`src/plf_pkg.sv`:
```
/*
 * constants shared by the phase limit / switching frequency register slice:
 * register offsets, field positions, reset values and timing counts.
 * assumes the second-function latch bytes come from a neighbouring block.
 */
package plf_pkg;
    // register offsets on the serial interface
    localparam logic [7:0] ADDR_LIMIT_FLAGS  = 8'h2d;
    localparam logic [7:0] ADDR_LIMIT_CFG    = 8'h2e;
    localparam logic [7:0] ADDR_FREQ_STRAP   = 8'h2f;
    localparam logic [7:0] ADDR_FREQ_CFG     = 8'h30;

    // field layout
    localparam int         CODE_W            = 5;   // code field bits 4:0
    localparam int         PHASES            = 8;   // bit 7 phase eight .. bit 0 phase one
    localparam int         PHASE_CNT_W       = 4;
    localparam int         KHZ_W             = 13;
    localparam int         MV_W              = 11;

    // selection bit positions inside both latch bytes
    localparam int         SEL_FREQ_BIT      = 0;
    localparam int         SEL_LIMIT_BIT     = 2;

    // reset values
    localparam logic [4:0] LIMIT_CFG_RST     = 5'h00;
    localparam logic [4:0] FREQ_CFG_RST      = 5'h00;
    localparam logic [4:0] FREQ_STRAP_RST    = 5'h00;

    // threshold mapping: 0.2 V base, 0.05 V per code
    localparam int         LIMIT_BASE_MV     = 200;
    localparam int         LIMIT_STEP_MV     = 50;

    // serial interface
    localparam logic [6:0] DEV_ADDR_DEFAULT  = 7'h40;  // arbitrary value
    localparam int         SYNC_W            = 24;      // scl, sda, straps, flags, phases
    localparam logic [23:0] SYNC_RST         = 24'hc00000;

    // settle time before the one-shot strap capture
    localparam int         STRAP_SETTLE_NS   = 15;
    localparam int         CLK_PERIOD_NS     = 5;
    localparam logic [1:0] STRAP_SETTLE_CYC  =
        2'((STRAP_SETTLE_NS + CLK_PERIOD_NS - 1) / CLK_PERIOD_NS);
endpackage

```
`src/plf_freq_table.sv`:
```
/*
 * frequency lookup: frequency code and active phase count to kHz.
 * assumes phase count 1..8 on the same clock; other counts read as eight.
 */
`timescale 1ns/1ps
module plf_freq_table
(
    input  wire logic                           clk,      // system clock
    input  wire logic                           rst_n,    // synchronised reset
    input  wire logic [plf_pkg::CODE_W-1:0]     code,     // active frequency code
    input  wire logic [plf_pkg::PHASE_CNT_W-1:0] phases,  // active phase count
    output logic      [plf_pkg::KHZ_W-1:0]      khz_reg   // switching frequency
);
    import plf_pkg::*;

    // one row per code, columns eight phases down to one phase, values as printed
    localparam logic [12:0] FREQ_KHZ [256] = '{
        221, 253, 295, 355, 221, 293, 223, 232,
        244, 276, 330, 399, 244, 329, 243, 252,
        266, 309, 355, 425, 266, 358, 264, 272,
        293, 327, 387, 460, 293, 381, 294, 297,
        307, 351, 412, 501, 307, 407, 317, 322,
        333, 384, 441, 542, 333, 450, 335, 340,
        351, 409, 480, 561, 351, 480, 352, 361,
        373, 431, 499, 615, 373, 510, 380, 385,
        394, 451, 528, 639, 394, 530, 399, 413,
        421, 481, 559, 676, 421, 562, 420, 435,
        449, 495, 593, 725, 449, 600, 436, 456,
        469, 525, 612, 746, 469, 614, 454, 478,
        479, 563, 639, 757, 479, 631, 483, 500,
        509, 570, 681, 799, 509, 663, 508, 509,
        518, 588, 697, 831, 518, 688, 526, 518,
        543, 617, 722, 874, 543, 722, 543, 540,
        581, 665, 779, 930, 581, 789, 583, 578,
        649, 718, 881, 1043, 649, 859, 656, 638,
        708, 790, 937, 1129, 708, 930, 698, 698,
        751, 868, 1010, 1211, 751, 1010, 771, 758,
        799, 918, 1073, 1278, 799, 1095, 807, 818,
        866, 1003, 1136, 1372, 866, 1147, 860, 878,
        919, 1025, 1220, 1449, 919, 1233, 899, 938,
        964, 1111, 1297, 1533, 964, 1260, 950, 972,
        993, 1140, 1339, 6716, 993, 1341, 1003, 1014,
        1059, 1198, 1438, 1687, 1059, 1372, 1052, 1067,
        1098, 1262, 1485, 1734, 1098, 1450, 1096, 1106,
        1141, 1295, 1533, 1821, 1141, 1539, 1154, 1155,
        1200, 1338, 1587, 7530, 1200, 1619, 1205, 1201,
        1236, 1405, 1608, 1954, 1236, 1618, 1227, 1245,
        1291, 1459, 1707, 2012, 1291, 1674, 1274, 1280,
        1312, 1493, 1724, 2096, 1312, 1724, 1316, 1330
    };

    logic [2:0] col;

    // out-of-range phase counts fall back to the full eight-phase column
    always_comb
    begin
        if (phases >= 4'd1 && phases <= 4'd8)
            col = 3'(4'd8 - phases);
        else
            col = 3'd0;
    end

    // registered read keeps the output glitch free
    always_ff @(posedge clk or negedge rst_n)
    begin
        if (!rst_n)
            khz_reg <= 13'h0000;
        else
            khz_reg <= FREQ_KHZ[{code, col}];
    end
endmodule

```
`src/plf_regs.sv`:
```
/*
 * register slice for per-phase current limit and switching frequency select,
 * reached through a small serial (two-wire) target. assumes the strap codes
 * are quasi-static digitised resistor readings, phase limit flags come from
 * the analog comparators, and the two latch bytes come from the same clock.
 */
`timescale 1ns/1ps
module plf_regs
#(
    parameter logic [6:0] DEV_ADDR = plf_pkg::DEV_ADDR_DEFAULT
)
(
    input  wire logic                             clk,               // 200 MHz clock
    input  wire logic                             rstn,              // async reset, low
    input  wire logic                             scl_i,             // serial clock pin
    input  wire logic                             sda_i,             // serial data pin in
    output logic                                  sda_o,             // serial data out
    output logic                                  sda_oe_n,          // low while pulling sda
    input  wire logic [plf_pkg::CODE_W-1:0]       limit_strap_code,  // limit resistor code
    input  wire logic [plf_pkg::CODE_W-1:0]       freq_strap_code,   // frequency resistor code
    input  wire logic [plf_pkg::PHASES-1:0]       phase_limit_hit,   // per-phase limit active
    input  wire logic [plf_pkg::PHASE_CNT_W-1:0]  active_phases,     // phases in use
    input  wire logic [7:0]                       sel_latch_a,       // latch byte a
    input  wire logic [7:0]                       sel_latch_b,       // latch byte b
    output logic      [plf_pkg::CODE_W-1:0]       limit_code_active, // threshold code in force
    output logic      [plf_pkg::MV_W-1:0]         limit_thresh_mv,   // threshold in mV
    output logic      [plf_pkg::CODE_W-1:0]       freq_code_active,  // frequency code in force
    output logic      [plf_pkg::KHZ_W-1:0]        freq_khz           // switching frequency
);
    import plf_pkg::*;

    typedef enum logic [3:0] {
        ST_IDLE, ST_ADDR, ST_ACK_ADDR, ST_REG, ST_ACK_REG,
        ST_WDATA, ST_ACK_W, ST_RDATA, ST_RACK
    } plf_i2c_t;

    logic [1:0]        rst_pipe_reg;
    logic              rst_n;
    logic [SYNC_W-1:0] sync1_reg;
    logic [SYNC_W-1:0] sync2_reg;
    logic              scl_s;
    logic              sda_s;
    logic              scl_d_reg;
    logic              sda_d_reg;
    logic              scl_rise;
    logic              scl_fall;
    logic              start_cond;
    logic              stop_cond;
    logic [4:0]        limit_strap_s;
    logic [4:0]        freq_strap_s;
    logic [7:0]        limit_flags;
    logic [3:0]        phases_s;
    plf_i2c_t          state_reg;
    logic [3:0]        bit_cnt_reg;
    logic [7:0]        shift_reg;
    logic [7:0]        tx_reg;
    logic [7:0]        ptr_reg;
    logic              rw_reg;
    logic              ack_ok_reg;
    logic              oe_n_reg;
    logic              wr_hit;
    logic [4:0]        limit_cfg_reg;
    logic [4:0]        freq_cfg_reg;
    logic [4:0]        freq_strap_reg;
    logic [1:0]        cap_cnt_reg;
    logic              cap_done_reg;
    logic              limit_sel;
    logic              freq_sel;
    logic [4:0]        limit_code_next;
    logic [4:0]        freq_code_next;

    // reset released through two flops
    always_ff @(posedge clk or negedge rstn)
    begin
        if (!rstn)
            rst_pipe_reg <= 2'b00;
        else
            rst_pipe_reg <= {rst_pipe_reg[0], 1'b1};
    end
    assign rst_n = rst_pipe_reg[1];

    // two-flop sync of every pin except the latch bytes; multi-bit straps are quasi-static so skew is harmless
    always_ff @(posedge clk or negedge rst_n)
    begin
        if (!rst_n)
        begin
            sync1_reg <= SYNC_RST;
            sync2_reg <= SYNC_RST;
        end
        else
        begin
            sync1_reg <= {scl_i, sda_i, limit_strap_code, freq_strap_code,
                          phase_limit_hit, active_phases};
            sync2_reg <= sync1_reg;
        end
    end
    assign scl_s         = sync2_reg[23];
    assign sda_s         = sync2_reg[22];
    assign limit_strap_s = sync2_reg[21:17];
    assign freq_strap_s  = sync2_reg[16:12];
    assign limit_flags   = sync2_reg[11:4];
    assign phases_s      = sync2_reg[3:0];

    // bus line history for edge and start/stop detection
    always_ff @(posedge clk or negedge rst_n)
    begin
        if (!rst_n)
        begin
            scl_d_reg <= 1'b1;
            sda_d_reg <= 1'b1;
        end
        else
        begin
            scl_d_reg <= scl_s;
            sda_d_reg <= sda_s;
        end
    end
    assign scl_rise   = scl_s & ~scl_d_reg;
    assign scl_fall   = ~scl_s & scl_d_reg;
    assign start_cond = scl_s & scl_d_reg & sda_d_reg & ~sda_s;
    assign stop_cond  = scl_s & scl_d_reg & ~sda_d_reg & sda_s;

    // readback; unmapped offsets read zero
    function automatic logic [7:0] rd_byte(input logic [7:0] addr);
        case (addr)
            ADDR_LIMIT_FLAGS: rd_byte = limit_flags;
            ADDR_LIMIT_CFG:   rd_byte = {3'b000, limit_sel ? limit_cfg_reg
                                                           : limit_strap_s};
            ADDR_FREQ_STRAP:  rd_byte = {3'b000, freq_strap_reg};
            ADDR_FREQ_CFG:    rd_byte = {3'b000, freq_cfg_reg};
            default:          rd_byte = 8'h00;
        endcase
    endfunction

    // serial target: address, register pointer, then data with auto-increment
    always_ff @(posedge clk or negedge rst_n)
    begin
        if (!rst_n)
        begin
            state_reg   <= ST_IDLE;
            bit_cnt_reg <= 4'h0;
            shift_reg   <= 8'h00;
            tx_reg      <= 8'h00;
            ptr_reg     <= 8'h00;
            rw_reg      <= 1'b0;
            ack_ok_reg  <= 1'b0;
            oe_n_reg    <= 1'b1;
        end
        else if (start_cond)
        begin
            state_reg   <= ST_ADDR;
            bit_cnt_reg <= 4'h0;
            oe_n_reg    <= 1'b1;
        end
        else if (stop_cond)
        begin
            state_reg <= ST_IDLE;
            oe_n_reg  <= 1'b1;
        end
        else if (scl_rise)
        begin
            if (state_reg == ST_ADDR || state_reg == ST_REG || state_reg == ST_WDATA)
            begin
                shift_reg   <= {shift_reg[6:0], sda_s};
                bit_cnt_reg <= bit_cnt_reg + 4'h1;
            end
            else if (state_reg == ST_RACK)
                ack_ok_reg <= ~sda_s;
        end
        else if (scl_fall)
        begin
            case (state_reg)
                ST_ADDR:
                    if (bit_cnt_reg == 4'h8)
                    begin
                        if (shift_reg[7:1] == DEV_ADDR)
                        begin
                            rw_reg    <= shift_reg[0];
                            oe_n_reg  <= 1'b0;
                            state_reg <= ST_ACK_ADDR;
                        end
                        else
                            state_reg <= ST_IDLE;
                    end
                ST_ACK_ADDR:
                begin
                    bit_cnt_reg <= 4'h0;
                    if (rw_reg)
                    begin
                        tx_reg    <= rd_byte(ptr_reg);
                        oe_n_reg  <= rd_byte(ptr_reg) >> 7 == 8'h01 ? 1'b1 : 1'b0;
                        state_reg <= ST_RDATA;
                    end
                    else
                    begin
                        oe_n_reg  <= 1'b1;
                        state_reg <= ST_REG;
                    end
                end
                ST_REG:
                    if (bit_cnt_reg == 4'h8)
                    begin
                        ptr_reg   <= shift_reg;
                        oe_n_reg  <= 1'b0;
                        state_reg <= ST_ACK_REG;
                    end
                ST_WDATA:
                    if (bit_cnt_reg == 4'h8)
                    begin
                        oe_n_reg  <= 1'b0;
                        state_reg <= ST_ACK_W;
                    end
                ST_ACK_REG, ST_ACK_W:
                begin
                    if (state_reg == ST_ACK_W)
                        ptr_reg <= ptr_reg + 8'h01;
                    bit_cnt_reg <= 4'h0;
                    oe_n_reg    <= 1'b1;
                    state_reg   <= ST_WDATA;
                end
                ST_RDATA:
                    if (bit_cnt_reg == 4'h7)
                    begin
                        oe_n_reg  <= 1'b1;
                        state_reg <= ST_RACK;
                    end
                    else
                    begin
                        oe_n_reg    <= tx_reg[6];
                        tx_reg      <= {tx_reg[6:0], 1'b1};
                        bit_cnt_reg <= bit_cnt_reg + 4'h1;
                    end
                ST_RACK:
                    if (ack_ok_reg)
                    begin
                        ptr_reg     <= ptr_reg + 8'h01;
                        tx_reg      <= rd_byte(ptr_reg + 8'h01);
                        oe_n_reg    <= rd_byte(ptr_reg + 8'h01) >> 7 == 8'h01 ? 1'b1 : 1'b0;
                        bit_cnt_reg <= 4'h0;
                        state_reg   <= ST_RDATA;
                    end
                    else
                        state_reg <= ST_IDLE;
                default:
                    state_reg <= ST_IDLE;
            endcase
        end
    end
    assign sda_o    = 1'b0;   // open drain: only ever pulls low
    assign sda_oe_n = oe_n_reg;

    // a data byte completes on the falling edge after its eighth bit
    assign wr_hit = scl_fall & ~start_cond & ~stop_cond
                  & (state_reg == ST_WDATA) & (bit_cnt_reg == 4'h8);

    // writable config bytes; status offsets simply have no write path
    always_ff @(posedge clk or negedge rst_n)
    begin
        if (!rst_n)
        begin
            limit_cfg_reg <= LIMIT_CFG_RST;
            freq_cfg_reg  <= FREQ_CFG_RST;
        end
        else if (wr_hit)
        begin
            if (ptr_reg == ADDR_LIMIT_CFG)
                limit_cfg_reg <= shift_reg[4:0];
            if (ptr_reg == ADDR_FREQ_CFG)
                freq_cfg_reg <= shift_reg[4:0];
        end
    end

    // frequency strap read once, after the sync pipe has filled
    always_ff @(posedge clk or negedge rst_n)
    begin
        if (!rst_n)
        begin
            cap_cnt_reg    <= 2'b00;
            cap_done_reg   <= 1'b0;
            freq_strap_reg <= FREQ_STRAP_RST;
        end
        else if (!cap_done_reg)
        begin
            if (cap_cnt_reg == STRAP_SETTLE_CYC)
            begin
                cap_done_reg   <= 1'b1;
                freq_strap_reg <= {freq_strap_s[4:1], 1'b0};
            end
            else
                cap_cnt_reg <= cap_cnt_reg + 2'b01;
        end
    end

    // both latch bytes must agree before the programmed value takes over
    assign limit_sel = sel_latch_a[SEL_LIMIT_BIT] & sel_latch_b[SEL_LIMIT_BIT];
    assign freq_sel  = sel_latch_a[SEL_FREQ_BIT] & sel_latch_b[SEL_FREQ_BIT];
    assign limit_code_next = limit_sel ? limit_cfg_reg : limit_strap_s;
    assign freq_code_next  = freq_sel ? freq_cfg_reg : freq_strap_reg;

    // active codes and threshold voltage, registered
    always_ff @(posedge clk or negedge rst_n)
    begin
        if (!rst_n)
        begin
            limit_code_active <= LIMIT_CFG_RST;
            freq_code_active  <= FREQ_STRAP_RST;
            limit_thresh_mv   <= 11'(LIMIT_BASE_MV);
        end
        else
        begin
            limit_code_active <= limit_code_next;
            freq_code_active  <= freq_code_next;
            limit_thresh_mv   <=
                11'(LIMIT_BASE_MV + LIMIT_STEP_MV * int'(limit_code_next));
        end
    end

    // frequency lookup one cycle behind the active code
    plf_freq_table u_freq_table
    (
        .clk     (clk),
        .rst_n   (rst_n),
        .code    (freq_code_active),
        .phases  (phases_s),
        .khz_reg (freq_khz)
    );
endmodule

```
`config.mk`:
```
export PLATFORM = sky130hd
export DESIGN_NAME = plf_regs
export DESIGN_NICKNAME = d
export VERILOG_FILES = /design/src/plf_pkg.sv /design/src/plf_freq_table.sv /design/src/plf_regs.sv
export SDC_FILE = /design/constraint.sdc
export NUM_CORES = 1
export LEC_CHECK = 0
export CAP_MARGIN = 0
export CORE_MARGIN = 2
export CORE_UTILIZATION = 48
export DETAILED_ROUTE_END_ITERATION = 6
export DONT_BUFFER_PORTS = 1
export PLACE_DENSITY_LB_ADDON = 0.2
export SLEW_MARGIN = 20
export SYNTH_ARGS = -nofsm -noshare
export SYNTH_HDL_FRONTEND = slang
export SYNTH_HIERARCHICAL = 1
export SYNTH_SLANG_ARGS = --single-unit
```
`constraint.sdc`:
```
create_clock -name clk -period 8 [get_ports clk]
set_input_delay 1.6 -clock clk [delete_from_list [all_inputs] [get_ports clk]]
set_output_delay 1.6 -clock clk [all_outputs]
set_load 0.005 [all_outputs]
```
Word level (Yosys, flattened, before mapping):

Memories as Yosys holds them, arrays and structs flattened. A register that Yosys moved wholly into a read port is not among the register bits.
Index checks and enable logic that the tools add are counted.
Widths: inputs -> output; s select.

* bits in registers: 124
* memory bits (read-only): 3328
* input port bits: 42
* output and inout port bits: 36
* memories: 1

Memory list
* (no name shown): words 256, bits a word 13, rd ports 1, clocked after Yosys merged registers in 1, wr ports 0, line plf_freq_table.sv:69 `khz_reg <= FREQ_KHZ[{code, col}];`

* add/subtract/negate cells: 5
* $mul: 1
* $lt $le $gt $ge: 2
* equal/unequal tests: 37
* multiplexer cells: 58
* bitwise gates (word level): 24
* reduce and logical (&&, ||, !) cells: 25

Operator list (count)
* $mux 8: 15
* $eq 8x6->1 const B: 8
* $pmux 8 s4: 2
* $mux 4: 15
* $pmux 4 s7: 1
* $pmux 8 s3: 1
* $pmux 7 s3: 1
* $eq 4x3->1 const B: 5
* $ne 4x3->1 const B: 4
* $ne 4x4->1 const B: 4
* $reduce_and 8->1: 2
* $mux 1: 14
* $reduce_and 7->1: 2
* $and 1x1->1: 13
* $pmux 4 s3: 1
* $reduce_and 6->1: 2
* $reduce_bool 3->1: 4
* $add 8x11->11 const A: 1
* $mul 5x5->10 const A: 1
* $mux 5: 2
* $ne 2x2->1 const B: 5
* $not 1->1: 10
* $mux 3: 3
* $not 8->9: 1
* other kinds (27): 35

Depth between registers and ports, before layout:

Gate-level depths: netlist of run 1.

* word-level depth: 16
* mapped depth: 14
* depth with buffers taken out: 13

Hierarchy:

Netlist of run 1, hierarchy kept.

By module, submodules not included
* plf_regs: instances 1, cells each 500, area each 5664.2 sq um
* plf_freq_table: instances 1, cells each 572, area each 3573.4 sq um

Least setup slack after synthesis of run 1:

No wires, ideal clock.

* path type: input-to-reg
* from: in sel_latch_a[2]
* to: reg limit_thresh_mv[10] (netlist bit)
* arrival time: 4.148 ns
* required time: 7.920 ns
* slack: 3.772 ns
* stages: 12
* path buffers: 0
* cells stage by stage: nand2_1 mux2_2 ha_1 ha_1 ha_1 fa_1 a21o_1 a21oi_1 xnor2_1 nand2_1 o21ai_0 xnor2_1

* word-level cells in the longest chain between the ends: 4

RTL lines
* start, declared: line plf_regs.sv:23 `input wire logic [7:0] sel_latch_a,`
* $and 1x1->1: line plf_regs.sv:295 `assign limit_sel = sel_latch_a[SEL_LIMIT_BIT] & sel_latch_b[SEL_LIMIT_BIT];`
* $mux 5: line plf_regs.sv:297 `assign limit_code_next = limit_sel ? limit_cfg_reg : limit_strap_s;`
* via limit_code_next[4]: line plf_regs.sv:69 `logic [4:0] limit_code_next;`
* $mul 5x5->10: line plf_regs.sv:314 `11'(LIMIT_BASE_MV + LIMIT_STEP_MV * int'(limit_code_next));`
* $add 8x11->11: line plf_regs.sv:314
* end signal, assigned: line plf_regs.sv:307 `limit_thresh_mv <= 11'(LIMIT_BASE_MV);`
* end signal, assigned: line plf_regs.sv:313 `limit_thresh_mv <=`
* end, declared: line plf_regs.sv:26 `output logic [plf_pkg::MV_W-1:0] limit_thresh_mv,`

The timed path passes the listed nets, and every way through them passes these cells.
A chain may end at the register's enable or synchronous reset.

Final worst setup path of run 1:

* from: reg sync2_reg[0]
* to: reg u_freq_table/khz_reg[5] (netlist bit)

* word-level cells in the longest chain between the ends: 4
* elaborated cells between the ends (all ways): 6
* those cells by class: add/sub (1); order compare (2); mux (1); bitwise (1); reduce/logical (1)

RTL lines
* start, declared: line plf_regs.sv:40 `logic [SYNC_W-1:0] sync2_reg;`
* start signal, assigned: line plf_regs.sv:94 `sync2_reg <= sync1_reg;`
* $ge 4x1->1 or $le 4x4->1 (tied branches): line plf_freq_table.sv:57 `if (phases >= 4'd1 && phases <= 4'd8)`
* $logic_and 1x1->1: line plf_freq_table.sv:57
* $mux 3 (*): line plf_freq_table.sv:57
* $not 8->9 (implied by the code) (*): line plf_freq_table.sv:69
* end, declared: line plf_freq_table.sv:12 `output logic [plf_pkg::KHZ_W-1:0] khz_reg`

Mark *: on every way between the ends. The rest lies on a longest branch, timed or not.

==> results.toml, run 1 <==
[power_and_ir_drop]
p_per_area_nw_per_um2 = 191
ir_drop_mv = 0.244
netSwitchingPower_uw = 627
p_sw_frac = 0.331
seqPwrFrac = 0.400
internal_power_uw = 1260
combPwrFrac = 0.177
leakagePower_uw = 0.00391
clockPowerShare = 0.423

[clock_network]
postCtsSetupBuffers = 0
cts.sinks = 132
cts.htree.levels = 4
clock_path_buffers = 2
clk_pin_slew_ns = 0.07
cts_buffers = 17
clock_latency_ns = 0.44
post_cts_resized = 0
root_buffer = "clkbuf_16"
hold_buffers = 0
cts_tree = "yes"

[final_layout]
drive_above_1_share = 0.117
fillCellCount = 1761
antenna_cells = 0
ff_latch_area_um2 = 3320
syn_to_final_growth_pct = 7.35
multi_input_area_um2 = 5440
final_nets = 1098

[synthesis]
synth-compound-area-share = 0.288
synth_xor_xnor_area_share = 0.0169
synthesis.instances = 1072
synth_top_family_by_area = "compound AO/OA/AOI/OAI gates"
syn-cell-area_um2 = 9240
synth_area_per_cell_um2 = 8.62
synth-edff-count = 0
yosysWarnings = 6
yosysUniqueCellTypes = 101
synthAdderAreaFrac = 0.0414
ys_seq_elements = 132
synthArstFlopShare = 1.00
ys_seq_area_frac = 0.359
synth-simple-area-share = 0.194
synthFlopType = "dfrtp_1"
synth_mux_area_frac = 0.0463

[timing]
tightest_slew_ns = 1.20
setup-tns-final_ns = 0
rsz0062_at_grt = "false"
relSlewSlack = 0.193
slew_viol_final = 0
fin_crit_sh = 0.536
finalHoldViolations = 0
fin_crit_ns = 4.29
clock_skew_ns = 0.0205
finalSetupViolCount = 0
hold_slack_ns = 0.342
fmax_mhz = 233

[placement]
post-dp-hpwl_um = 23600
port_buffers = 0
gp_congestion = 1.04

[detailed_routing]
drt-initial-drc-count = 1436
firstDrtPassIters = 6
drc = 0
wl_per_cell_um = 27.1
route.vias.total = 9134
vias_per_cell = 7.18
drtAntennaViolNets = 0
wirelength_um = 34500

[global_route]
grt_pass1_vias = 8570
grt_antenna_before_repair = 0
grt_max_degree = 68
grt_pass1_wl_um = 52900
overflow = 0
grt.total_usage = 0.346

[floorplanning]
initial_utilization = 0.492
num_io_pins = 78
die_area_um2 = 20400
core.rowCount = 50
die_x_um = 143
coreArea_um2 = 18800
fp.dieH_um = 143

[setup_path]
critical_path_class = "reg2reg"
worstSetupEndpointType = "register"
cp_data_required_time_ns = 8.27
cp_max_fo = 31
start_kind = "register"
arrival_ns = 4.56

[worst_hold_path]
hold_path_class = "reg2reg"

[outcome]
status = "finished clean"

[run]
max-cap-violations = 0
stage by stage:
| stage | utilization | cells | total power (uW) | area, um^2 | setup slack, ns |
|---|---|---|---|---|---|
| floorplan | - | 1073 | 977 | 9240 | 3.77 |
| global placement | 0.497 | 1241 | 1090 | 9320 | 3.47 |
| detailed placement | 0.497 | 1241 | 1080 | 9320 | 3.37 |
| CTS | 0.528 | 1273 | 1890 | 9910 | 3.81 |
| global route | 0.528 | 1273 | 1960 | 9920 | 3.59 |
| finish | 0.528 | 1273 | 1890 | 9920 | 3.71 |
layer usage:
| metal | GRT usage | vias to the layer above | part of all wire |
|---|---|---|---|
| li1 | - | 3958 | - |
| met5 | 0 | - | 0 |
| met2 | 0.545 | 641 | 0.45 |
| met1 | 0.442 | 4394 | 0.39 |
| met4 | 0.180 | 0 | 0.058 |
| met3 | 0.0835 | 141 | 0.10 |
logic make-up (layout without fill, tap and decap cells):
group           after synthesis  after routing
fa+ha+maj                    30             30
flops                       132            132
buf+inv                     117             83
compound gates              377            377
mux                          38             38
other cells                   2              3
xor+xnor                     17             17
simple gates                359            359
cell usage in the layout (no fill, tap or decap), drive strengths merged, types with 8 or more instances in the layout:
cell type  instances
xnor2             11
a22o               9
o211ai            26
a211oi            22
a311oi            12
a211o              9
nor4              17
o31ai             11
buf               23
ha                29
a21oi             66
o221ai             8
o22ai             10
a21o              10
nand2             98
inv               36
dfstp             10
nand2b            17
clkbuf            17
a22oi              9
o21ai             82
nand3             45
nor2b             13
o311ai             8
dfrtp            122
mux2              35
nor2              88
a31oi             20
nor3              29
nand4              9
synth_stat cells (11+ instances only):
master,instances,share of area
nor2_1,87,0.035
nand2b_1,16,0.011
o21ai_0,76,0.041
ha_1,29,0.039
nand2_1,97,0.039
nand3_1,43,0.023
a211oi_1,21,0.017
a21oi_1,65,0.035
xnor2_1,11,0.010
a31oi_1,20,0.014
a311oi_1,11,0.010
clkbuf_1,54,0.022
mux2_2,24,0.029
nor2b_1,13,0.0088
dfrtp_1,122,0.33
o211ai_1,26,0.021
buf_2,22,0.012
nor4_1,16,0.011
nor3_1,27,0.015
inv_1,26,0.011
path summary, 6_finish.rpt:
kind                            slack [ns]  depth (start not counted)                      end            start
worst max-delay path                  3.71                         10  u_freq_table/khz_reg[5]     sync2_reg[0]
min in group asynchronous             0.45                          0             shift_reg[1]  rst_pipe_reg[1]
max in group asynchronous             6.16                          1      freq_code_active[0]  rst_pipe_reg[1]
worst max register to register        3.71                         10  u_freq_table/khz_reg[5]     sync2_reg[0]
worst min register to register        0.34                          0             sync2_reg[0]     sync1_reg[0]
worst min-delay path                  0.34                          0             sync2_reg[0]     sync1_reg[0]
power by group through the flow:
stage / registers [uW] / logic [uW] / clock network [uW]
CTS: 757 / 317 / 811
finish: 756 / 334 / 801
floorplan: 757 / 220 / 0
global placement: 769 / 319 / 0
detailed placement: 769 / 315 / 0
global route: 762 / 353 / 841
layout make-up:
class	instances	area share
Clock buffer	17	0.0429
Clock inverter	15	0.0163
Inverter	28	0.0106
Multi-Input combinational cell	824	0.548
Sequential cell	132	0.335
Tap cell	234	0.0295
Timing Repair Buffer	23	0.0174
critical path, cell delays in order, from the launching register on:
cell and delay, ns:
dfrtp_1 0.32, buf_4 0.32, clkinv_1 0.16, ha_1 0.60
buf_4 0.44, nand2_1 0.13, a21boi_0 0.78, o21ai_0 0.23
o311a_1 0.22, nor4_1 0.71, o41ai_1 0.22
Power figures use the tool's default switching activity.
==> inputs of run 2 (changes only) <==
- clock period: 8 -> 3.6 ns (I/O delays scaled with it)
==> results.toml, run 2 (same netlist as run 1, synthesis figures left out) <==
[global_route]
grt_antenna_before_repair = 1
grt_pass1_vias = 9226
overflow = 0
grt.total_usage = 0.377
grt_max_degree = 93
grt_pass1_wl_um = 56700

[floorplanning]
num_io_pins = 78
coreArea_um2 = 18800
core.rowCount = 50
die_area_um2 = 20400
initial_utilization = 0.492
die_x_um = 143
fp.dieH_um = 143

[final_layout]
drive_above_1_share = 0.173
fillCellCount = 1690
final_area_um2 = 10500
final_nets = 1172
antenna_cells = 0
syn_to_final_growth_pct = 14.0
instances_no_fill = 1347
layout_common_cells = "120 x dfrtp_1, 97 x nand2_1, 93 x buf_4, 87 x nor2_1, 76 x o21ai_0"
final_common_cell = "dfrtp_1"

[clock_network]
root_buffer = "clkbuf_16"
clk_pin_slew_ns = 0.06
cts.htree.levels = 4
clock_path_buffers = 2
cts_buffers = 17
post_cts_resized = 0
cts.sinks = 132
cts_tree = "yes"
clock_latency_ns = 0.42

[detailed_routing]
drt-initial-drc-count = 1382
vias_per_cell = 6.99
wirelength_um = 37400
firstDrtPassIters = 7
route.vias.total = 9422
drtAntennaViolNets = 0
drc = 2
wl_per_cell_um = 27.8

[worst_hold_path]
hold_path_class = "in2reg"
min_from = "sda_i"
whs_path_depth = 0
hold-path-endpoint = "sync1_reg[22]"

[setup_path]
critical_path_class = "reg2reg"
worstSetupEndpointType = "register"
start_kind = "register"
r2r_slack_ns = 0.27
r2r_end = "u_freq_table/khz_reg[2]"
timing.rr.start = "sync2_reg[0]"
cp_max_fo = 9
cp_data_required_time_ns = 3.85
arrival_ns = 3.58
rr_worst_depth = 10

[timing]
clock_skew_ns = 0.0128
fin_crit_sh = 0.926
rsz0062_at_grt = "false"
setup-tns-final_ns = 0
fin_crit_ns = 3.33
slew_viol_final = 0
finalHoldViolations = 0
relSlewSlack = 0.483
tightest_slew_ns = 0.769
fmax_mhz = 300
finalSetupViolCount = 0

[placement]
placed_area_um2 = 9910
post-dp-hpwl_um = 27100
gp_congestion = 1.02
port_buffers = 0
placedCellCount = 1314

[power_and_ir_drop]
ir_drop_mv = 0.456
leakagePower_uw = 0.00429
p_total_uw = 4370
p_per_area_nw_per_um2 = 415

[run]
max-cap-violations = 0

[outcome]
violations = "design-rule violations"
status = "finished, violations left"
==> run 2: changes by cell type in the layout (fill, tap and decap cells not counted), moves of 2 or more <==
cell       previous run  this run
buf_12                0         3
buf_4                23        93
bufinv_16             1         3
inv_8                 6         1
==> run 2: metal layers <==
| metal | wire length [um] | track usage | part of all wire | vias up |
|---|---|---|---|---|
| met5 | 8 | 0 | 0.00021 | - |
| met4 | 3220 | 0.281 | 0.086 | 2 |
| met3 | 3240 | 0.0751 | 0.086 | 194 |
| met2 | 17300 | 0.613 | 0.46 | 616 |
| met1 | 13600 | 0.440 | 0.36 | 4529 |
| li1 | - | - | - | 4081 |
==> run 2: worst max-delay path: stages (launching register included) <==
cell,delay [ns]
dfrtp_1,0.39
clkinv_1,0.10
ha_1,0.28
buf_4,0.20
xor2_2,0.24
nor3_2,0.54
a22oi_1,0.29
a221o_1,0.41
a2111oi_0,0.42
buf_4,0.19
o311ai_1,0.11
==> run 2: worst max-delay path by stage <==
| stage | startpoint | end | slack [ns] | cells after the start |
|---|---|---|---|---|
| after floorplan | sel_latch_a[2] | limit_thresh_mv[10] | 0.25 | 12 |
| after global placement | sel_latch_a[2] | limit_thresh_mv[10] | 0.12 | 12 |
| after detailed placement | sel_latch_a[2] | limit_thresh_mv[10] | 0.05 | 12 |
| after CTS | sel_latch_a[2] | limit_thresh_mv[10] | 0.48 | 12 |
| after global routing | sync2_reg[0] | u_freq_table/khz_reg[2] | 0.16 | 10 |
| final | sync2_reg[0] | u_freq_table/khz_reg[2] | 0.27 | 10 |
==> run 2: area by class of cell <==
class | count | area, um^2 | area share
Clock buffer | 19 | 443 | 0.0420
Clock inverter | 13 | 171 | 0.0163
Inverter | 28 | 105 | 0.00998
Multi-Input combinational cell | 824 | 5430 | 0.516
Sequential cell | 132 | 3320 | 0.315
Tap cell | 234 | 293 | 0.0278
Timing Repair Buffer | 97 | 768 | 0.0729
==> run 2: timing repair <==
action	4_1_cts	5_1_grt
hold buffers	1	0
endpoints found under the hold margin	2	0
setup buffers	0	0
==> run 2: power by group <==
part | internal (uW) | switching [uW] | total, uW
combinational | 296 | 536 | 833
clock | 1120 | 729 | 1850
sequential | 1590 | 96.4 | 1690
total | 3010 | 1360 | 4370
==> run 2: metrics by stage <==
step | hold slack [ns] | setup slack (ns) | util
2_1_floorplan | 0.331 | 0.252 | -
5_1_grt | 0.275 | 0.158 | 0.561
3_3_place_gp | 0.332 | 0.122 | 0.528
6_report | 0.289 | 0.266 | 0.561
4_1_cts | 0.277 | 0.480 | 0.561
3_5_place_dp | 0.335 | 0.0500 | 0.528
==> inputs of run 3 (changes only) <==
- CORE_UTILIZATION: 48 -> 40
==> results.toml, run 3 (same netlist as run 1, synthesis figures left out) <==
[clock_network]
clock_path_buffers = 2
postCtsSetupBuffers = 0
cts.sinks = 132
clk_pin_slew_ns = 0.07
cts_tree = "yes"
clock_latency_ns = 0.42
cts_buffers = 17
root_buffer = "clkbuf_16"
cts.htree.levels = 4

[setup_path]
start_kind = "register"
worstSetupEndpointType = "register"
critical_path_class = "reg2reg"
cp_max_fo = 9
cp_data_required_time_ns = 3.90
arrival_ns = 3.83

[floorplanning]
die_area_um2 = 24300
die_x_um = 156
core.rowCount = 55
fp.dieH_um = 156
num_io_pins = 78
initial_utilization = 0.408
coreArea_um2 = 22600

[timing]
rsz0062_at_grt = "false"
finalSetupViolCount = 0
clock_skew_ns = 0.0109
tightest_slew_ns = 0.929
setup-tns-final_ns = 0
fin_crit_sh = 0.983
slew_viol_final = 0
finalHoldViolations = 0
relSlewSlack = 0.376
fin_crit_ns = 3.54
fmax_mhz = 283

[final_layout]
drive_above_1_share = 0.160
instances_no_fill = 1379
post-route-util = 0.462
syn_to_final_growth_pct = 13.2
layout_common_cells = "119 x dfrtp_1, 97 x nand2_1, 87 x nor2_1, 76 x o21ai_0, 73 x buf_4"
final_common_cell = "dfrtp_1"
fillCellCount = 2164
final_nets = 1152

[placement]
post-dp-hpwl_um = 24900
gp_congestion = 1.06
port_buffers = 0
placedCellCount = 1344

[global_route]
grt_pass1_vias = 8898
overflow = 0
grt.total_usage = 0.297
grt_antenna_before_repair = 0
met1_usage = 0.373
met2_usage = 0.478
gr-usage-met3 = 0.0667
grt_pass1_wl_um = 54900
grt_max_degree = 93
grt-busiest-layer = "met2"

[outcome]
status = "finished, violations left"
violations = "design-rule violations"

[power_and_ir_drop]
p_per_area_nw_per_um2 = 414
leakagePower_uw = 0.00418
p_total_uw = 4330
ir_drop_mv = 0.306

[detailed_routing]
vias_per_cell = 6.67
wl_per_cell_um = 25.6
firstDrtPassIters = 7
drtAntennaViolNets = 0
route.vias.total = 9198
drt-initial-drc-count = 1478
drc = 23
wirelength_um = 35300

[run]
max-cap-violations = 0

[worst_hold_path]
hold_path_class = "reg2async"
-- run 3: layout make-up --
| type | instances | area, um^2 | area share |
|---|---|---|---|
| Multi-Input combinational cell | 824 | 5430 | 0.520 |
| Sequential cell | 132 | 3320 | 0.318 |
| Timing Repair Buffer | 77 | 626 | 0.0598 |
| Clock buffer | 19 | 453 | 0.0433 |
| Tap cell | 285 | 357 | 0.0341 |
| Clock inverter | 13 | 160 | 0.0153 |
| Inverter | 28 | 105 | 0.0101 |
| Antenna cell | 1 | 2.50 | 0.000239 |
-- run 3: critical path: stages, from the launching register on --
cell      delay (ns)
dfrtp_1         0.38
inv_1           0.12
ha_1            0.31
nand2b_1        0.27
a21o_1          0.43
buf_4           0.24
o21ai_0         0.30
a21boi_0        0.17
nor4_1          0.61
buf_4           0.21
nor4_1          0.04
a221oi_1        0.31
-- run 3: per-stage QoR --
step	hold slack (ns)	instance area, um^2	setup WS, ns
finish	0.243	10500	0.0615
global route	0.276	10500	0.0244
CTS	0.282	10400	0.339
detailed placement	0.335	9800	0.0605
global placement	0.332	9800	0.132
floorplan	0.331	9240	0.252
-- run 3: final timing paths --
check | start | endpoint | slack, ns | cells after the start
max in group asynchronous | rst_pipe_reg[1] | sda_d_reg | 2.70 | 1
min | rst_pipe_reg[1] | cap_done_reg | 0.24 | 0
max reg2reg | sync2_reg[1] | u_freq_table/khz_reg[4] | 0.06 | 11
max | sync2_reg[1] | u_freq_table/khz_reg[4] | 0.06 | 11
min in group clk | sda_i | sync1_reg[22] | 0.30 | 0
min reg2reg | rst_pipe_reg[1] | cap_done_reg | 0.24 | 0
-- run 3: per-layer routing --
| metal | share of wire | vias to the layer above |
|---|---|---|
| li1 | - | 4074 |
| met1 | 0.39 | 4339 |
| met2 | 0.46 | 639 |
| met3 | 0.092 | 146 |
| met4 | 0.057 | 0 |
| met5 | 0 | - |
-- run 3: power breakdown --
part           leakage [uW]  internal [uW]  switching (uW)
Clock              0.000293           1080             767
Combinational       0.00226            278             515
Sequential          0.00163           1590            92.3
Total               0.00418           2950            1370
-- run 3: timing repair --
action / CTS / global route
hold buffers: 1 / 0
gates resized for setup: 0 / 0
endpoints found under the hold margin: 2 / 0
